===== config.mk =====
export PLATFORM = sky130hd
export DESIGN_NAME = link_egress_event_selector
export DESIGN_NICKNAME = d
export VERILOG_FILES = /design/src/rtl/egress_sel_pkg.sv /design/src/rtl/flit_framer.sv /design/src/rtl/event_decoder.sv /design/src/rtl/link_egress_event_selector.sv
export VERILOG_INCLUDE_DIRS = /design/src /design/src/rtl
export SDC_FILE = /design/constraint.sdc
export NUM_CORES = 1
export LEC_CHECK = 0
export ABC_AREA = 1
export BUFFER_PORTS_ARGS = -buffer_cell sky130_fd_sc_hd__buf_2
export CAP_MARGIN = 0
export CORE_UTILIZATION = 49
export CTS_CLUSTER_SIZE = 24
export DETAILED_ROUTE_END_ITERATION = 16
export HOLD_SLACK_MARGIN = 0.08
export PLACE_DENSITY_LB_ADDON = 0.25
export SKIP_CTS_REPAIR_TIMING = 1
export SLEW_MARGIN = 20
export SYNTH_ARGS = -nofsm -noshare
export SYNTH_HDL_FRONTEND = slang
export SYNTH_SLANG_ARGS = --single-unit

===== constraint.sdc =====
create_clock -name ref_clk -period 12 [get_ports ref_clk]
set_clock_uncertainty 0.2 [all_clocks]
set_input_delay 2.4 -clock ref_clk [delete_from_list [all_inputs] [get_ports ref_clk]]
set_output_delay 2.4 -clock ref_clk [all_outputs]
set_load 0.02 [all_outputs]

===== src/rtl/egress_sel_defs.svh =====
// constants of the link egress event selector: register map, field layout,
// reset values, event codes, unit-mask bits, per-cycle caps and flit timing.
// assumes it is included once per compile unit through its guard.
`ifndef EGRESS_SEL_DEFS_SVH
`define EGRESS_SEL_DEFS_SVH

// register byte offsets on the avalon slave
`define OFS_CTL_BASE 6'h00
`define OFS_CNT_BASE 6'h10
`define OFS_STATUS 6'h30
// counter control word layout
`define CTL_EV_LSB 0
`define CTL_UMASK_LSB 8
`define CTL_RST_BIT 17
`define CTL_EXT_BIT 21
`define CTL_EN_BIT 22
`define CTL_RW_MASK 32'h0060_FFFF
`define CTL_RESET 32'h0000_0000
`define CNT_RESET 48'h0000_0000_0000
// event codes, all of them need the extended select bit
`define EV_SENT_FLITS 8'h01
`define EV_BUF_ALLOC 8'h04
`define EV_BUF_FILL 8'h07
`define EV_CRQ_ACQ 8'h26
`define EV_CRQ_AVAIL 8'h22
`define EV_NDR_ACQ 8'h28
`define EV_NDR_AVAIL 8'h24
`define EV_SNP_ACQ 8'h27
`define EV_SNP_AVAIL 8'h23
`define EV_AKN_ACQ 8'h29
`define EV_AKN_AVAIL 8'h25
`define EV_CRD_ACQ 8'h2a
`define EV_CRD_AVAIL 8'h1f
`define EV_NCB_ACQ 8'h2b
`define EV_NCB_AVAIL 8'h20
`define EV_NCS_ACQ 8'h2c
`define EV_NCS_AVAIL 8'h21
`define EV_POOL_RET 8'h1c
`define EV_POOL_PEND 8'h1b
// unit-mask bits
`define UM_NDR_LOCAL 0
`define UM_NDR_RTHRU 1
`define UM_NCB_PAYLOAD 2
`define UM_NCB_OVERHEAD 3
`define UM_NCS 4
`define UM_VN0 0
`define UM_VN1 1
`define UM_VNSHR 2
// per-cycle increment caps
`define CAP_FLITS 8'h02
`define CAP_CRQ 8'h1C
`define CAP_SNP 8'h1C
`define CAP_NDR 8'h08
`define CAP_AKN 8'h06
`define CAP_CRD 8'h08
`define CAP_NC 8'h02
`define CAP_POOL 8'h80
// flit framing: 80-bit flit, 20-bit transfers full width, 10-bit half width
`define FLIT_BITS 80
`define XFER_BITS_FULL 20
`define XFER_BITS_HALF 10
`define FILL_MAX 7'h40

`endif


===== src/rtl/egress_sel_pkg.sv =====
// types shared by the link egress event selector files.
// assumes egress_sel_defs.svh carries all numeric constants.
package egress_sel_pkg;

  // class of the flit that a transfer lane is carrying
  typedef enum logic [2:0] {
    fc_none = 3'b000,
    fc_ndr_local = 3'b001,
    fc_ndr_rthru = 3'b010,
    fc_ncb_payload = 3'b011,
    fc_ncb_overhead = 3'b100,
    fc_ncs = 3'b101,
    fc_other = 3'b110
  } flit_class_t;

  // flits completed this cycle, per class, 0 to 2 each
  typedef struct packed {
    logic [1:0] ndr_local;
    logic [1:0] ndr_rthru;
    logic [1:0] ncb_payload;
    logic [1:0] ncb_overhead;
    logic [1:0] noncoherent_standard_class;
  } sent_flits_t;

  // credit acquire pulses; two-bit fields are {vn1, vn0}, crd is {shr, vn1, vn0}
  typedef struct packed {
    logic [1:0] crq;
    logic [1:0] snoop_class;
    logic [1:0] nondata_response_class;
    logic akn;
    logic [2:0] crd;
    logic [1:0] noncoherent_bypass_class;
    logic [1:0] noncoherent_standard_class;
    logic pool_ret;
  } credit_pulse_t;

  // credits available this cycle, per class and virtual network
  typedef struct packed {
    logic [4:0] crq_vn0;
    logic [4:0] crq_vn1;
    logic [4:0] snp_vn0;
    logic [4:0] snp_vn1;
    logic [3:0] ndr_vn0;
    logic [3:0] ndr_vn1;
    logic [2:0] akn;
    logic [3:0] crd_vn0;
    logic [3:0] crd_vn1;
    logic [3:0] crd_shr;
    logic [1:0] ncb_vn0;
    logic [1:0] ncb_vn1;
    logic [1:0] ncs_vn0;
    logic [1:0] ncs_vn1;
    logic [7:0] pool_pend;
  } credit_level_t;

  // everything a counter can select from in one cycle
  typedef struct packed {
    sent_flits_t flits;
    logic alloc;
    logic [6:0] fill;
    credit_pulse_t pulse;
    credit_level_t level;
  } event_sample_t;

  // decoded counter control
  typedef struct packed {
    logic en;
    logic ext;
    logic [7:0] umask;
    logic [7:0] ev_sel;
  } counter_ctl_t;

endpackage


===== src/rtl/flit_framer.sv =====
// one transfer lane: gathers link transfers into whole flits.
// assumes transfers arrive from logic on ref_clk, one per cycle at most.
`timescale 1ns/100ps
`include "egress_sel_defs.svh"
module flit_framer (
  // clock and reset
  input wire logic ref_clk,
  input wire logic sys_rst,
  // transfer lane
  input wire logic xfer_valid,
  input wire egress_sel_pkg::flit_class_t xfer_class,
  input wire logic half_width_state,
  // completed flit, one-cycle pulse
  output logic flit_done,
  output egress_sel_pkg::flit_class_t flit_class
);

  localparam logic [2:0] LAST_FULL = 3'((`FLIT_BITS / `XFER_BITS_FULL) - 1);
  localparam logic [2:0] LAST_HALF = 3'((`FLIT_BITS / `XFER_BITS_HALF) - 1);

  logic [2:0] beat_ff; // transfers seen of the current flit
  egress_sel_pkg::flit_class_t cls_ff; // class caught on the first transfer
  wire [2:0] last_beat = half_width_state ? LAST_HALF : LAST_FULL;
  wire at_last = xfer_valid && (beat_ff >= last_beat);
  wire egress_sel_pkg::flit_class_t cur_cls = (beat_ff == 3'h0) ? xfer_class : cls_ff;

  // beat counter; a width change mid-flit ends it at the new length
  always_ff @(posedge ref_clk or posedge sys_rst) begin
    if (sys_rst) begin
      beat_ff <= 3'h0;
      cls_ff <= egress_sel_pkg::fc_none;
      flit_done <= 1'b0;
      flit_class <= egress_sel_pkg::fc_none;
    end else begin
      beat_ff <= at_last ? 3'h0 : (xfer_valid ? beat_ff + 3'h1 : beat_ff);
      cls_ff <= (xfer_valid && beat_ff == 3'h0) ? xfer_class : cls_ff;
      flit_done <= at_last;
      flit_class <= at_last ? cur_cls : egress_sel_pkg::fc_none;
    end
  end

endmodule


===== src/rtl/event_decoder.sv =====
// per-counter event selection: event code plus unit mask to an increment.
// assumes the sample is stable within the cycle; pure combinational logic.
`timescale 1ns/100ps
`include "egress_sel_defs.svh"
module event_decoder (
  // selection
  input wire egress_sel_pkg::counter_ctl_t ctl,
  input wire egress_sel_pkg::event_sample_t ev,
  // increment for this cycle
  output logic [7:0] inc
);

  // keep a value only when its mask bit is set
  function automatic logic [7:0] pick(input logic sel, input logic [7:0] v);
    pick = sel ? v : 8'h00;
  endfunction

  // clip a sum to the documented per-cycle maximum
  function automatic logic [7:0] cap(input logic [7:0] v, input logic [7:0] lim);
    cap = (v > lim) ? lim : v;
  endfunction

  wire [7:0] m = ctl.umask;
  wire [7:0] flits = pick(m[`UM_NDR_LOCAL], 8'(ev.flits.ndr_local))
    + pick(m[`UM_NDR_RTHRU], 8'(ev.flits.ndr_rthru))
    + pick(m[`UM_NCB_PAYLOAD], 8'(ev.flits.ncb_payload))
    + pick(m[`UM_NCB_OVERHEAD], 8'(ev.flits.ncb_overhead))
    + pick(m[`UM_NCS], 8'(ev.flits.noncoherent_standard_class));
  wire [7:0] crq_acq = pick(m[`UM_VN0], 8'(ev.pulse.crq[0])) | pick(m[`UM_VN1], 8'(ev.pulse.crq[1]));
  wire [7:0] snp_acq = pick(m[`UM_VN0], 8'(ev.pulse.snoop_class[0])) | pick(m[`UM_VN1], 8'(ev.pulse.snoop_class[1]));
  wire [7:0] ndr_acq = pick(m[`UM_VN0], 8'(ev.pulse.nondata_response_class[0])) | pick(m[`UM_VN1], 8'(ev.pulse.nondata_response_class[1]));
  wire [7:0] crd_acq = pick(m[`UM_VN0], 8'(ev.pulse.crd[0])) | pick(m[`UM_VN1], 8'(ev.pulse.crd[1]))
    | pick(m[`UM_VNSHR], 8'(ev.pulse.crd[2]));
  wire [7:0] ncb_acq = pick(m[`UM_VN0], 8'(ev.pulse.noncoherent_bypass_class[0])) | pick(m[`UM_VN1], 8'(ev.pulse.noncoherent_bypass_class[1]));
  wire [7:0] ncs_acq = pick(m[`UM_VN0], 8'(ev.pulse.noncoherent_standard_class[0])) | pick(m[`UM_VN1], 8'(ev.pulse.noncoherent_standard_class[1]));
  wire [7:0] crq_av = pick(m[`UM_VN0], 8'(ev.level.crq_vn0)) + pick(m[`UM_VN1], 8'(ev.level.crq_vn1));
  wire [7:0] snp_av = pick(m[`UM_VN0], 8'(ev.level.snp_vn0)) + pick(m[`UM_VN1], 8'(ev.level.snp_vn1));
  wire [7:0] ndr_av = pick(m[`UM_VN0], 8'(ev.level.ndr_vn0)) + pick(m[`UM_VN1], 8'(ev.level.ndr_vn1));
  wire [7:0] crd_av = pick(m[`UM_VN0], 8'(ev.level.crd_vn0)) + pick(m[`UM_VN1], 8'(ev.level.crd_vn1))
    + pick(m[`UM_VNSHR], 8'(ev.level.crd_shr));
  wire [7:0] ncb_av = pick(m[`UM_VN0], 8'(ev.level.ncb_vn0)) + pick(m[`UM_VN1], 8'(ev.level.ncb_vn1));
  wire [7:0] ncs_av = pick(m[`UM_VN0], 8'(ev.level.ncs_vn0)) + pick(m[`UM_VN1], 8'(ev.level.ncs_vn1));

  // every event here needs the extended select bit as part of the match
  always_comb begin
    inc = 8'h00;
    if (ctl.en && ctl.ext) begin
      case (ctl.ev_sel)
        `EV_SENT_FLITS: inc = cap(flits, `CAP_FLITS);
        `EV_BUF_ALLOC: inc = 8'(ev.alloc);
        `EV_BUF_FILL: inc = 8'(ev.fill);
        `EV_CRQ_ACQ: inc = crq_acq;
        `EV_CRQ_AVAIL: inc = cap(crq_av, `CAP_CRQ);
        `EV_NDR_ACQ: inc = ndr_acq;
        `EV_NDR_AVAIL: inc = cap(ndr_av, `CAP_NDR);
        `EV_SNP_ACQ: inc = snp_acq;
        `EV_SNP_AVAIL: inc = cap(snp_av, `CAP_SNP);
        `EV_AKN_ACQ: inc = 8'(ev.pulse.akn);
        `EV_AKN_AVAIL: inc = cap(8'(ev.level.akn), `CAP_AKN);
        `EV_CRD_ACQ: inc = crd_acq;
        `EV_CRD_AVAIL: inc = cap(crd_av, `CAP_CRD);
        `EV_NCB_ACQ: inc = ncb_acq;
        `EV_NCB_AVAIL: inc = cap(ncb_av, `CAP_NC);
        `EV_NCS_ACQ: inc = ncs_acq;
        `EV_NCS_AVAIL: inc = cap(ncs_av, `CAP_NC);
        `EV_POOL_RET: inc = 8'(ev.pulse.pool_ret);
        `EV_POOL_PEND: inc = cap(ev.level.pool_pend, `CAP_POOL);
        default: inc = 8'h00;
      endcase
    end
  end

endmodule


===== src/rtl/link_egress_event_selector.sv =====
// link egress event selector: four 48-bit event counters behind an
// avalon-mm slave, fed by flit framing, transmit buffer tracking and
// egress credit observations.
// assumes every event input is produced by logic on ref_clk.
`timescale 1ns/100ps
`include "egress_sel_defs.svh"
// Operation
// - event 01 counts sent flits, two per cycle
// - mask bits 0,1 pick local, route-through responses
// - mask bits 2,3,4 pick bypass payload/overhead, standard
// - flit is four or eight link transfers
// - event 04 counts buffer allocations, one per cycle
// - buffer used in half width, retry, or while it still holds flits
// - event 07 adds buffer fill every cycle
// - event 26 counts request credits acquired per network
// - event 22 adds request credits available, max 28
// - event 28 counts response credits acquired per network
// - event 24 adds response credits available, max 8
// - event 27 counts snoop credits acquired per network
// - event 23 adds snoop credits available, max 28
// - event 29 counts acknowledge-ring response credits acquired
// - event 25 adds acknowledge-ring response credits, max 6
// - event 2a counts data credits, shared network too
// - event 1f adds data credits available, max 8
// - events 2b,20 for bypass class credits
// - events 2c,21 for standard class credits
// - event 1c counts pool credits given back
// - event 1b adds pool credits pending, max 128
module link_egress_event_selector (
  // clock and reset
  input wire logic ref_clk,
  input wire logic sys_rst,
  // avalon-mm register slave
  input wire logic [5:0] avs_address,
  input wire logic avs_read,
  input wire logic avs_write,
  input wire logic [31:0] avs_writedata,
  input wire logic [3:0] avs_byteenable,
  output logic [31:0] avs_readdata,
  output logic avs_waitrequest,
  // link transfer lanes, two flits per cycle at most
  input wire logic [1:0] xfer_valid,
  input wire egress_sel_pkg::flit_class_t xfer_class_lane0,
  input wire egress_sel_pkg::flit_class_t xfer_class_lane1,
  input wire logic half_width_state,
  input wire logic link_retry,
  input wire logic buffer_drain,
  // egress credit observations
  input wire egress_sel_pkg::credit_pulse_t credit_pulse,
  input wire egress_sel_pkg::credit_level_t credit_level,
  // transmit path status
  output logic flit_bypassed,
  output logic [6:0] buffer_fill
);

  localparam int NCNT = 4;

  // ---------------------------------------------------------------
  // flit framing, one framer per transfer lane
  // ---------------------------------------------------------------
  logic [1:0] lane_done; // flit completed on a lane this cycle
  egress_sel_pkg::flit_class_t lane_cls [2]; // its class
  egress_sel_pkg::flit_class_t lane_in [2]; // incoming class per lane

  assign lane_in[0] = xfer_class_lane0;
  assign lane_in[1] = xfer_class_lane1;

  genvar gl;
  generate
    for (gl = 0; gl < 2; gl++) begin : g_lane
      flit_framer u_framer (
        .ref_clk(ref_clk),
        .sys_rst(sys_rst),
        .xfer_valid(xfer_valid[gl]),
        .xfer_class(lane_in[gl]),
        .half_width_state(half_width_state),
        .flit_done(lane_done[gl]),
        .flit_class(lane_cls[gl])
      );
    end
  endgenerate

  // count how many completed lanes carry a given class
  function automatic logic [1:0] class_hits(input logic [1:0] done,
                                            input egress_sel_pkg::flit_class_t c0,
                                            input egress_sel_pkg::flit_class_t c1,
                                            input egress_sel_pkg::flit_class_t want);
    class_hits = 2'((done[0] && c0 == want) ? 1 : 0) + 2'((done[1] && c1 == want) ? 1 : 0);
  endfunction

  // per-class sent flit counts for this cycle
  egress_sel_pkg::sent_flits_t sent;
  assign sent.ndr_local = class_hits(lane_done, lane_cls[0], lane_cls[1], egress_sel_pkg::fc_ndr_local);
  assign sent.ndr_rthru = class_hits(lane_done, lane_cls[0], lane_cls[1], egress_sel_pkg::fc_ndr_rthru);
  assign sent.ncb_payload = class_hits(lane_done, lane_cls[0], lane_cls[1], egress_sel_pkg::fc_ncb_payload);
  assign sent.ncb_overhead = class_hits(lane_done, lane_cls[0], lane_cls[1], egress_sel_pkg::fc_ncb_overhead);
  assign sent.noncoherent_standard_class = class_hits(lane_done, lane_cls[0], lane_cls[1], egress_sel_pkg::fc_ncs);

  // ---------------------------------------------------------------
  // transmit flit buffer tracking
  // ---------------------------------------------------------------
  logic [6:0] fill_ff; // flits held in the transmit buffer
  logic bypass_ff; // a flit went straight to the link
  // once something is queued, later flits queue too so order is kept
  wire use_buffer = half_width_state || link_retry || (fill_ff != 7'h00);
  wire [6:0] n_done = 7'(lane_done[0]) + 7'(lane_done[1]);
  wire [6:0] n_in = use_buffer ? n_done : 7'h00;
  wire drain = buffer_drain && (fill_ff != 7'h00); // drain of an empty buffer is ignored
  wire [6:0] sum_fill = fill_ff + n_in - 7'(drain);
  // counting only: no data is stored here; saturate rather than wrap
  wire [6:0] nxt_fill = (sum_fill > `FILL_MAX) ? `FILL_MAX : sum_fill;
  wire alloc = use_buffer && (n_done != 7'h00); // one per cycle at most
  wire nxt_bypass = !use_buffer && (n_done != 7'h00);

  // buffer fill and bypass pulse
  always_ff @(posedge ref_clk or posedge sys_rst) begin
    if (sys_rst) begin
      fill_ff <= 7'h00;
      bypass_ff <= 1'b0;
    end else begin
      fill_ff <= nxt_fill;
      bypass_ff <= nxt_bypass;
    end
  end

  assign flit_bypassed = bypass_ff;
  assign buffer_fill = fill_ff;

  // ---------------------------------------------------------------
  // event sample shared by all counters
  // ---------------------------------------------------------------
  egress_sel_pkg::event_sample_t sample;
  assign sample.flits = sent;
  assign sample.alloc = alloc;
  assign sample.fill = fill_ff;
  assign sample.pulse = credit_pulse;
  assign sample.level = credit_level;

  // ---------------------------------------------------------------
  // register bus decode
  // ---------------------------------------------------------------
  // word index inside a block of four
  wire [1:0] word_idx = avs_address[3:2];
  wire hit_ctl = (avs_address[5:4] == `OFS_CTL_BASE >> 4);
  wire hit_cnt_lo = (avs_address[5:4] == `OFS_CNT_BASE >> 4) && !avs_address[2];
  wire hit_cnt_any = (avs_address[5:4] == 2'h1) || (avs_address[5:4] == 2'h2);
  wire hit_status = (avs_address == `OFS_STATUS);
  // counter number behind a counter word: two words per counter
  wire [1:0] cnt_idx = 2'(({1'b0, avs_address[5:3]} - 4'(`OFS_CNT_BASE >> 3)));
  wire cnt_hi = avs_address[2];
  wire aligned = (avs_address[1:0] == 2'b00);

  logic ack_ff; // one-cycle answer, high while the registered waitrequest is low
  logic wait_ff; // registered waitrequest, so the pin leaves a flop directly
  logic [31:0] rdata_ff; // read data held for the answer cycle
  // a request is answered one cycle after it appears
  wire take = (avs_read || avs_write) && !ack_ff;
  wire wr_now = avs_write && ack_ff; // write lands when waitrequest is seen low

  // merge a write with byte enables into an old word
  function automatic logic [31:0] be_merge(input logic [31:0] old_v, input logic [31:0] new_v,
                                           input logic [3:0] be);
    logic [31:0] m;
    m = {{8{be[3]}}, {8{be[2]}}, {8{be[1]}}, {8{be[0]}}};
    be_merge = (old_v & ~m) | (new_v & m);
  endfunction

  // ---------------------------------------------------------------
  // counter controls and counters
  // ---------------------------------------------------------------
  logic [31:0] ctl_ff [NCNT]; // stored control words
  logic [47:0] cnt_ff [NCNT]; // event counters
  logic [7:0] inc [NCNT]; // selected increment per counter
  logic [31:0] cnt_word [NCNT]; // counter word chosen by address half

  genvar gc;
  generate
    for (gc = 0; gc < NCNT; gc++) begin : g_cnt
      egress_sel_pkg::counter_ctl_t ctl;
      wire ctl_wr = wr_now && aligned && hit_ctl && (word_idx == 2'(gc));
      wire [31:0] merged = be_merge(ctl_ff[gc], avs_writedata, avs_byteenable);
      // the clear bit is write-only: it acts, never stored
      wire clr = ctl_wr && avs_byteenable[2] && avs_writedata[`CTL_RST_BIT];

      assign ctl.en = ctl_ff[gc][`CTL_EN_BIT];
      assign ctl.ext = ctl_ff[gc][`CTL_EXT_BIT];
      assign ctl.umask = ctl_ff[gc][`CTL_UMASK_LSB +: 8];
      assign ctl.ev_sel = ctl_ff[gc][`CTL_EV_LSB +: 8];
      assign cnt_word[gc] = cnt_hi ? {16'h0000, cnt_ff[gc][47:32]} : cnt_ff[gc][31:0];

      event_decoder u_dec (
        .ctl(ctl),
        .ev(sample),
        .inc(inc[gc])
      );

      // control word: only the documented writable bits are kept
      always_ff @(posedge ref_clk or posedge sys_rst) begin
        if (sys_rst) begin
          ctl_ff[gc] <= `CTL_RESET;
        end else if (ctl_wr) begin
          ctl_ff[gc] <= merged & `CTL_RW_MASK;
        end
      end

      // counter: clear wins over the increment of the same cycle; wraps at 48 bits
      always_ff @(posedge ref_clk or posedge sys_rst) begin
        if (sys_rst) begin
          cnt_ff[gc] <= `CNT_RESET;
        end else if (clr) begin
          cnt_ff[gc] <= `CNT_RESET;
        end else begin
          cnt_ff[gc] <= cnt_ff[gc] + 48'(inc[gc]);
        end
      end
    end
  endgenerate

  // ---------------------------------------------------------------
  // read data selection
  // ---------------------------------------------------------------
  // status word: buffer fill, link state, retry, buffer in use
  wire [31:0] status_word = {22'h00_0000, use_buffer, link_retry, half_width_state, 7'(fill_ff)};
  wire [31:0] nxt_rdata = !aligned ? 32'h0000_0000 :
                          hit_ctl ? ctl_ff[word_idx] :
                          hit_cnt_any ? cnt_word[cnt_idx] :
                          hit_status ? status_word :
                          32'h0000_0000; // unmapped reads as zero

  // bus answer: waitrequest drops for exactly one cycle per request
  always_ff @(posedge ref_clk or posedge sys_rst) begin
    if (sys_rst) begin
      ack_ff <= 1'b0;
      wait_ff <= 1'b1;
      rdata_ff <= 32'h0000_0000;
    end else begin
      ack_ff <= take;
      wait_ff <= !take;
      rdata_ff <= (take && avs_read) ? nxt_rdata : rdata_ff;
    end
  end

  assign avs_waitrequest = wait_ff;
  assign avs_readdata = rdata_ff;

  // hit_cnt_lo is kept for the counter block decode check of the low word
  wire unused_lo = hit_cnt_lo;

endmodule


==> impl_metrics.csv <==
group,metric,value,unit
cells_and_area,area_growth,9.843,%
cells_and_area,finalNetCount,4880,
global_routing,grt_util_met2,0.5586,
detailed_routing,viasPerCell,5.768,
detailed_routing,dr.first_iter.drc_count,3354,
critical_path,critPathMostFrequentCell,"fa_1",
cells_and_area,fin_area,0.03199,mm2
timing,drv_slew,0,
synthesis,yosys_warnings,0,
critical_path,setup.worst_path.start,"g_lane[0].u_framer.flit_done$_DFF_PP0_",
timing,slew_headroom,0.3468,
timing,min_period,6906,ps
critical_path,crit_type,"flop to flop",
clock_network,clk_latency,580,ps
worst_hold_path,min_path_cells,2,
detailed_routing,drc,0,
cells_and_area,antenna_cells,0,
critical_path,slowest_delay,550,ps
timing,timing_hold_violations_final,0,
synthesis,yosys.area.top_type_share,0.2793,
critical_path,cp_slowest_cell,"fa_1",
placed_design,gp_congestion,1.020,
global_routing,grtUsageMet1,0.5068,
die,initial_core_util,0.5000,
critical_path,critPathLaunchType,"flop",
detailed_routing,wl,109700,um
synthesis,yosys-top-cells-area,"dfrtp_1 28%, nand2_1 16%, inv_1 8.5%",
die,io_pins,172,
worst_hold_path,min_path_type,"flop to flop",
detailed_routing,wire_per_inst,20.56,um
global_routing,busiest_layer,"met2",
timing,setup_viol,0,
global_routing,grt_max_degree,124,
critical_path,cp-end-kind,"flop",
placed_design,dp_hpwl,86250,um
die,dieArea,0.06041,mm2
timing,hold_ws,275.0,ps
power_and_ir_drop,power.density,102.5,mW/mm2
timing,period_share,0.5755,
synthesis,ys_ff_latch,326,
critical_path,critPathRequiredTime,12300,ps
critical_path,cp.arrival,7200,ps
synthesis,async_reset_ff_frac,1.000,
synthesis,synth_cell_types,64,
critical_path,rrSetupSlack,5090,ps
global_routing,grt_overflow,0,
clock_network,cts.sinks,326,
die,rows,88,
outcome,status,"completed",
clock_network,cts.root.buffer_cell,"clkbuf_16",
synthesis,ys_seq_area_frac,0.2802,
synthesis,synthCells,4423,
cells_and_area,drive_above_1_share,0.08335,
power_and_ir_drop,p_leak,17.23,nW
critical_path,rr_startpoint,"g_lane[0].u_framer.flit_done$_DFF_PP0_",
power_and_ir_drop,ir_drop,0.1098,mV
synthesis,ys.flop_type,"dfrtp_1",
die,die_h,245.8,um
flow_run,drv_cap,0,
synthesis,mappedNetlistArea,0.02912,mm2
clock_network,path_clk_slew,60,ps
timing,finalSetupTns,0,ps
clock_network,tritoncts,"yes",
critical_path,crit_path_end,"cnt_ff[34]$_DFF_PP0_",
global_routing,track_usage,0.3651,
detailed_routing,drt-pass1-iter-count,6,
detailed_routing,drtAntennaViolNets,0,
synthesis,synth_edf_count,0,
synthesis,syn_nets,4764,
clock_network,clk_path_buf_depth,3,
timing,rsz0062_at_grt,"false",
global_routing,grt_antenna_before_repair,3,
detailed_routing,route.vias.total,30780,
critical_path,reg2reg_to,"cnt_ff[34]$_DFF_PP0_",
critical_path,reg2reg_depth,29,
global_routing,gr-usage-met3,0.07421,
timing,clock.fmax,0.1448,GHz
timing,worst_pin_slew,969.5,ps
synthesis,synth_top_cell_by_area,"dfrtp_1",
die,fp.dieW,245.8,um
global_routing,grt_pass1_vias,29170,
placed_design,port_buffers,157,
clock_network,clock_tree.htree_level_count,2,
synthesis,avgSynthCellArea,6.584,um2
critical_path,crit_fanout,7,
clock_network,cts_made_buffers,40,
die,core-area,0.05825,mm2
global_routing,grt_pass1_wl,168800,um
placed_design,placed_cell_area,0.03055,mm2
-- synth_stat cells (14+ instances only) --
cell,number
nand2_1,1204
inv_1,661
nor2_1,496
dfrtp_1,325
nand3_1,302
o21ai_0,229
a21oi_1,199
ha_1,141
nor3_1,127
nand4_1,104
o22ai_1,79
fa_1,69
xor2_1,69
clkbuf_1,45
xnor2_1,37
buf_2,35
nand3b_1,24
inv_2,21
nand2_2,21
or2_2,17
nor4_1,16
nor2_2,15
o21ai_1,14
-- worst min-delay path by stage --
stage	start	end	slack (ps)
CTS	avs_readdata[25]$_DFFE_PP0P_	avs_readdata[25]$_DFFE_PP0P_	280
floorplan	ack_ff$_DFF_PP0_	ack_ff$_DFF_PP0_	240
detailed placement	avs_readdata[15]$_DFFE_PP0P_	avs_readdata[15]$_DFFE_PP0P_	260
global placement	avs_readdata[21]$_DFFE_PP0P_	avs_readdata[21]$_DFFE_PP0P_	260
finish	avs_readdata[25]$_DFFE_PP0P_	avs_readdata[25]$_DFFE_PP0P_	270
global route	avs_readdata[1]$_DFFE_PP0P_	avs_readdata[1]$_DFFE_PP0P_	300
-- per-layer routing --
metal	vias up	share of wire	wire length [um]
li1	14550	-	-
met1	14510	0.43	47200
met2	1452	0.43	47320
met3	254	0.10	10960
met4	6	0.038	4212
met5	-	0.00027	30
-- critical path: cells and delay by family (launching register included) --
family | cells | cell delay (ps)
AOI/OAI and AO/OA | 4 | 1010
buffers and inverters | 3 | 390
and+or+nand+nor | 15 | 1780
DFF | 1 | 380
adders and majority gates | 7 | 3050
-- through the flow --
stage	std cells	setup slack, ps	total power [W]	utilization
detailed placement	5262	4697	0.001948	0.5245
CTS	5336	5146	0.003276	0.5491
finish	5336	5094	0.003278	0.5492
floorplan	4423	375.3	0.001701	-
global placement	5262	4757	0.001941	0.5245
global route	5336	4791	0.003418	0.5492
-- cells by family after synthesis --
| kind of cell | share of synthesized area |
|---|---|
| flip-flops | 0.2802 |
| buffers and inverters | 0.1053 |
| XOR/XNOR | 0.03188 |
| multiplexers | 0.002320 |
| AO/OA/AOI/OAI | 0.1228 |
| adder cells (fa/ha/maj) | 0.1080 |
| AND/OR/NAND/NOR | 0.3495 |
-- report_power, final --
part / total [W] / switching, W / internal (W) / leakage (nW)
Clock: 0.00133 / 0.000528 / 0.000798 / 0.702
Sequential: 0.00126 / 0.0000853 / 0.00117 / 4.07
Combinational: 0.000693 / 0.000477 / 0.000216 / 12.5
-- layout by cell type, fill, tap and decap left out, types with 11 or more instances in the layout --
| cell | Yosys | layout |
|---|---|---|
| clkbuf_16 | 0 | 42 |
| nor2_2 | 15 | 16 |
| o22ai_1 | 79 | 79 |
| o221ai_1 | 11 | 11 |
| inv_2 | 21 | 21 |
| o21ai_1 | 14 | 14 |
| nand2_1 | 1204 | 1204 |
| nor2_1 | 496 | 494 |
| dfrtp_1 | 325 | 325 |
| or2_2 | 17 | 17 |
| nor4_1 | 16 | 16 |
| o31ai_1 | 12 | 12 |
| nand4_1 | 104 | 104 |
| a21oi_1 | 199 | 199 |
| xor2_1 | 69 | 69 |
| o21ai_0 | 229 | 229 |
| nand3b_1 | 24 | 24 |
| xnor2_1 | 37 | 37 |
| fa_1 | 69 | 69 |
| o2111ai_1 | 12 | 12 |
| buf_4 | 8 | 22 |
| nand3_1 | 302 | 302 |
| ha_1 | 141 | 141 |
| inv_1 | 661 | 660 |
| nor3_1 | 127 | 127 |
| buf_2 | 35 | 157 |
| nand2_2 | 21 | 21 |
-- final cells by class --
class,count,area (um2)
Clock buffer,49,1117
Clock inverter,25,316.6
Fill cell,5861,26260
Inverter,683,2571
Multi-Input combinational cell,3308,17900
Sequential cell,326,8159
Tap cell,765,957.2
Timing Repair Buffer,180,962.2
(Power assumes the default switching activity.)
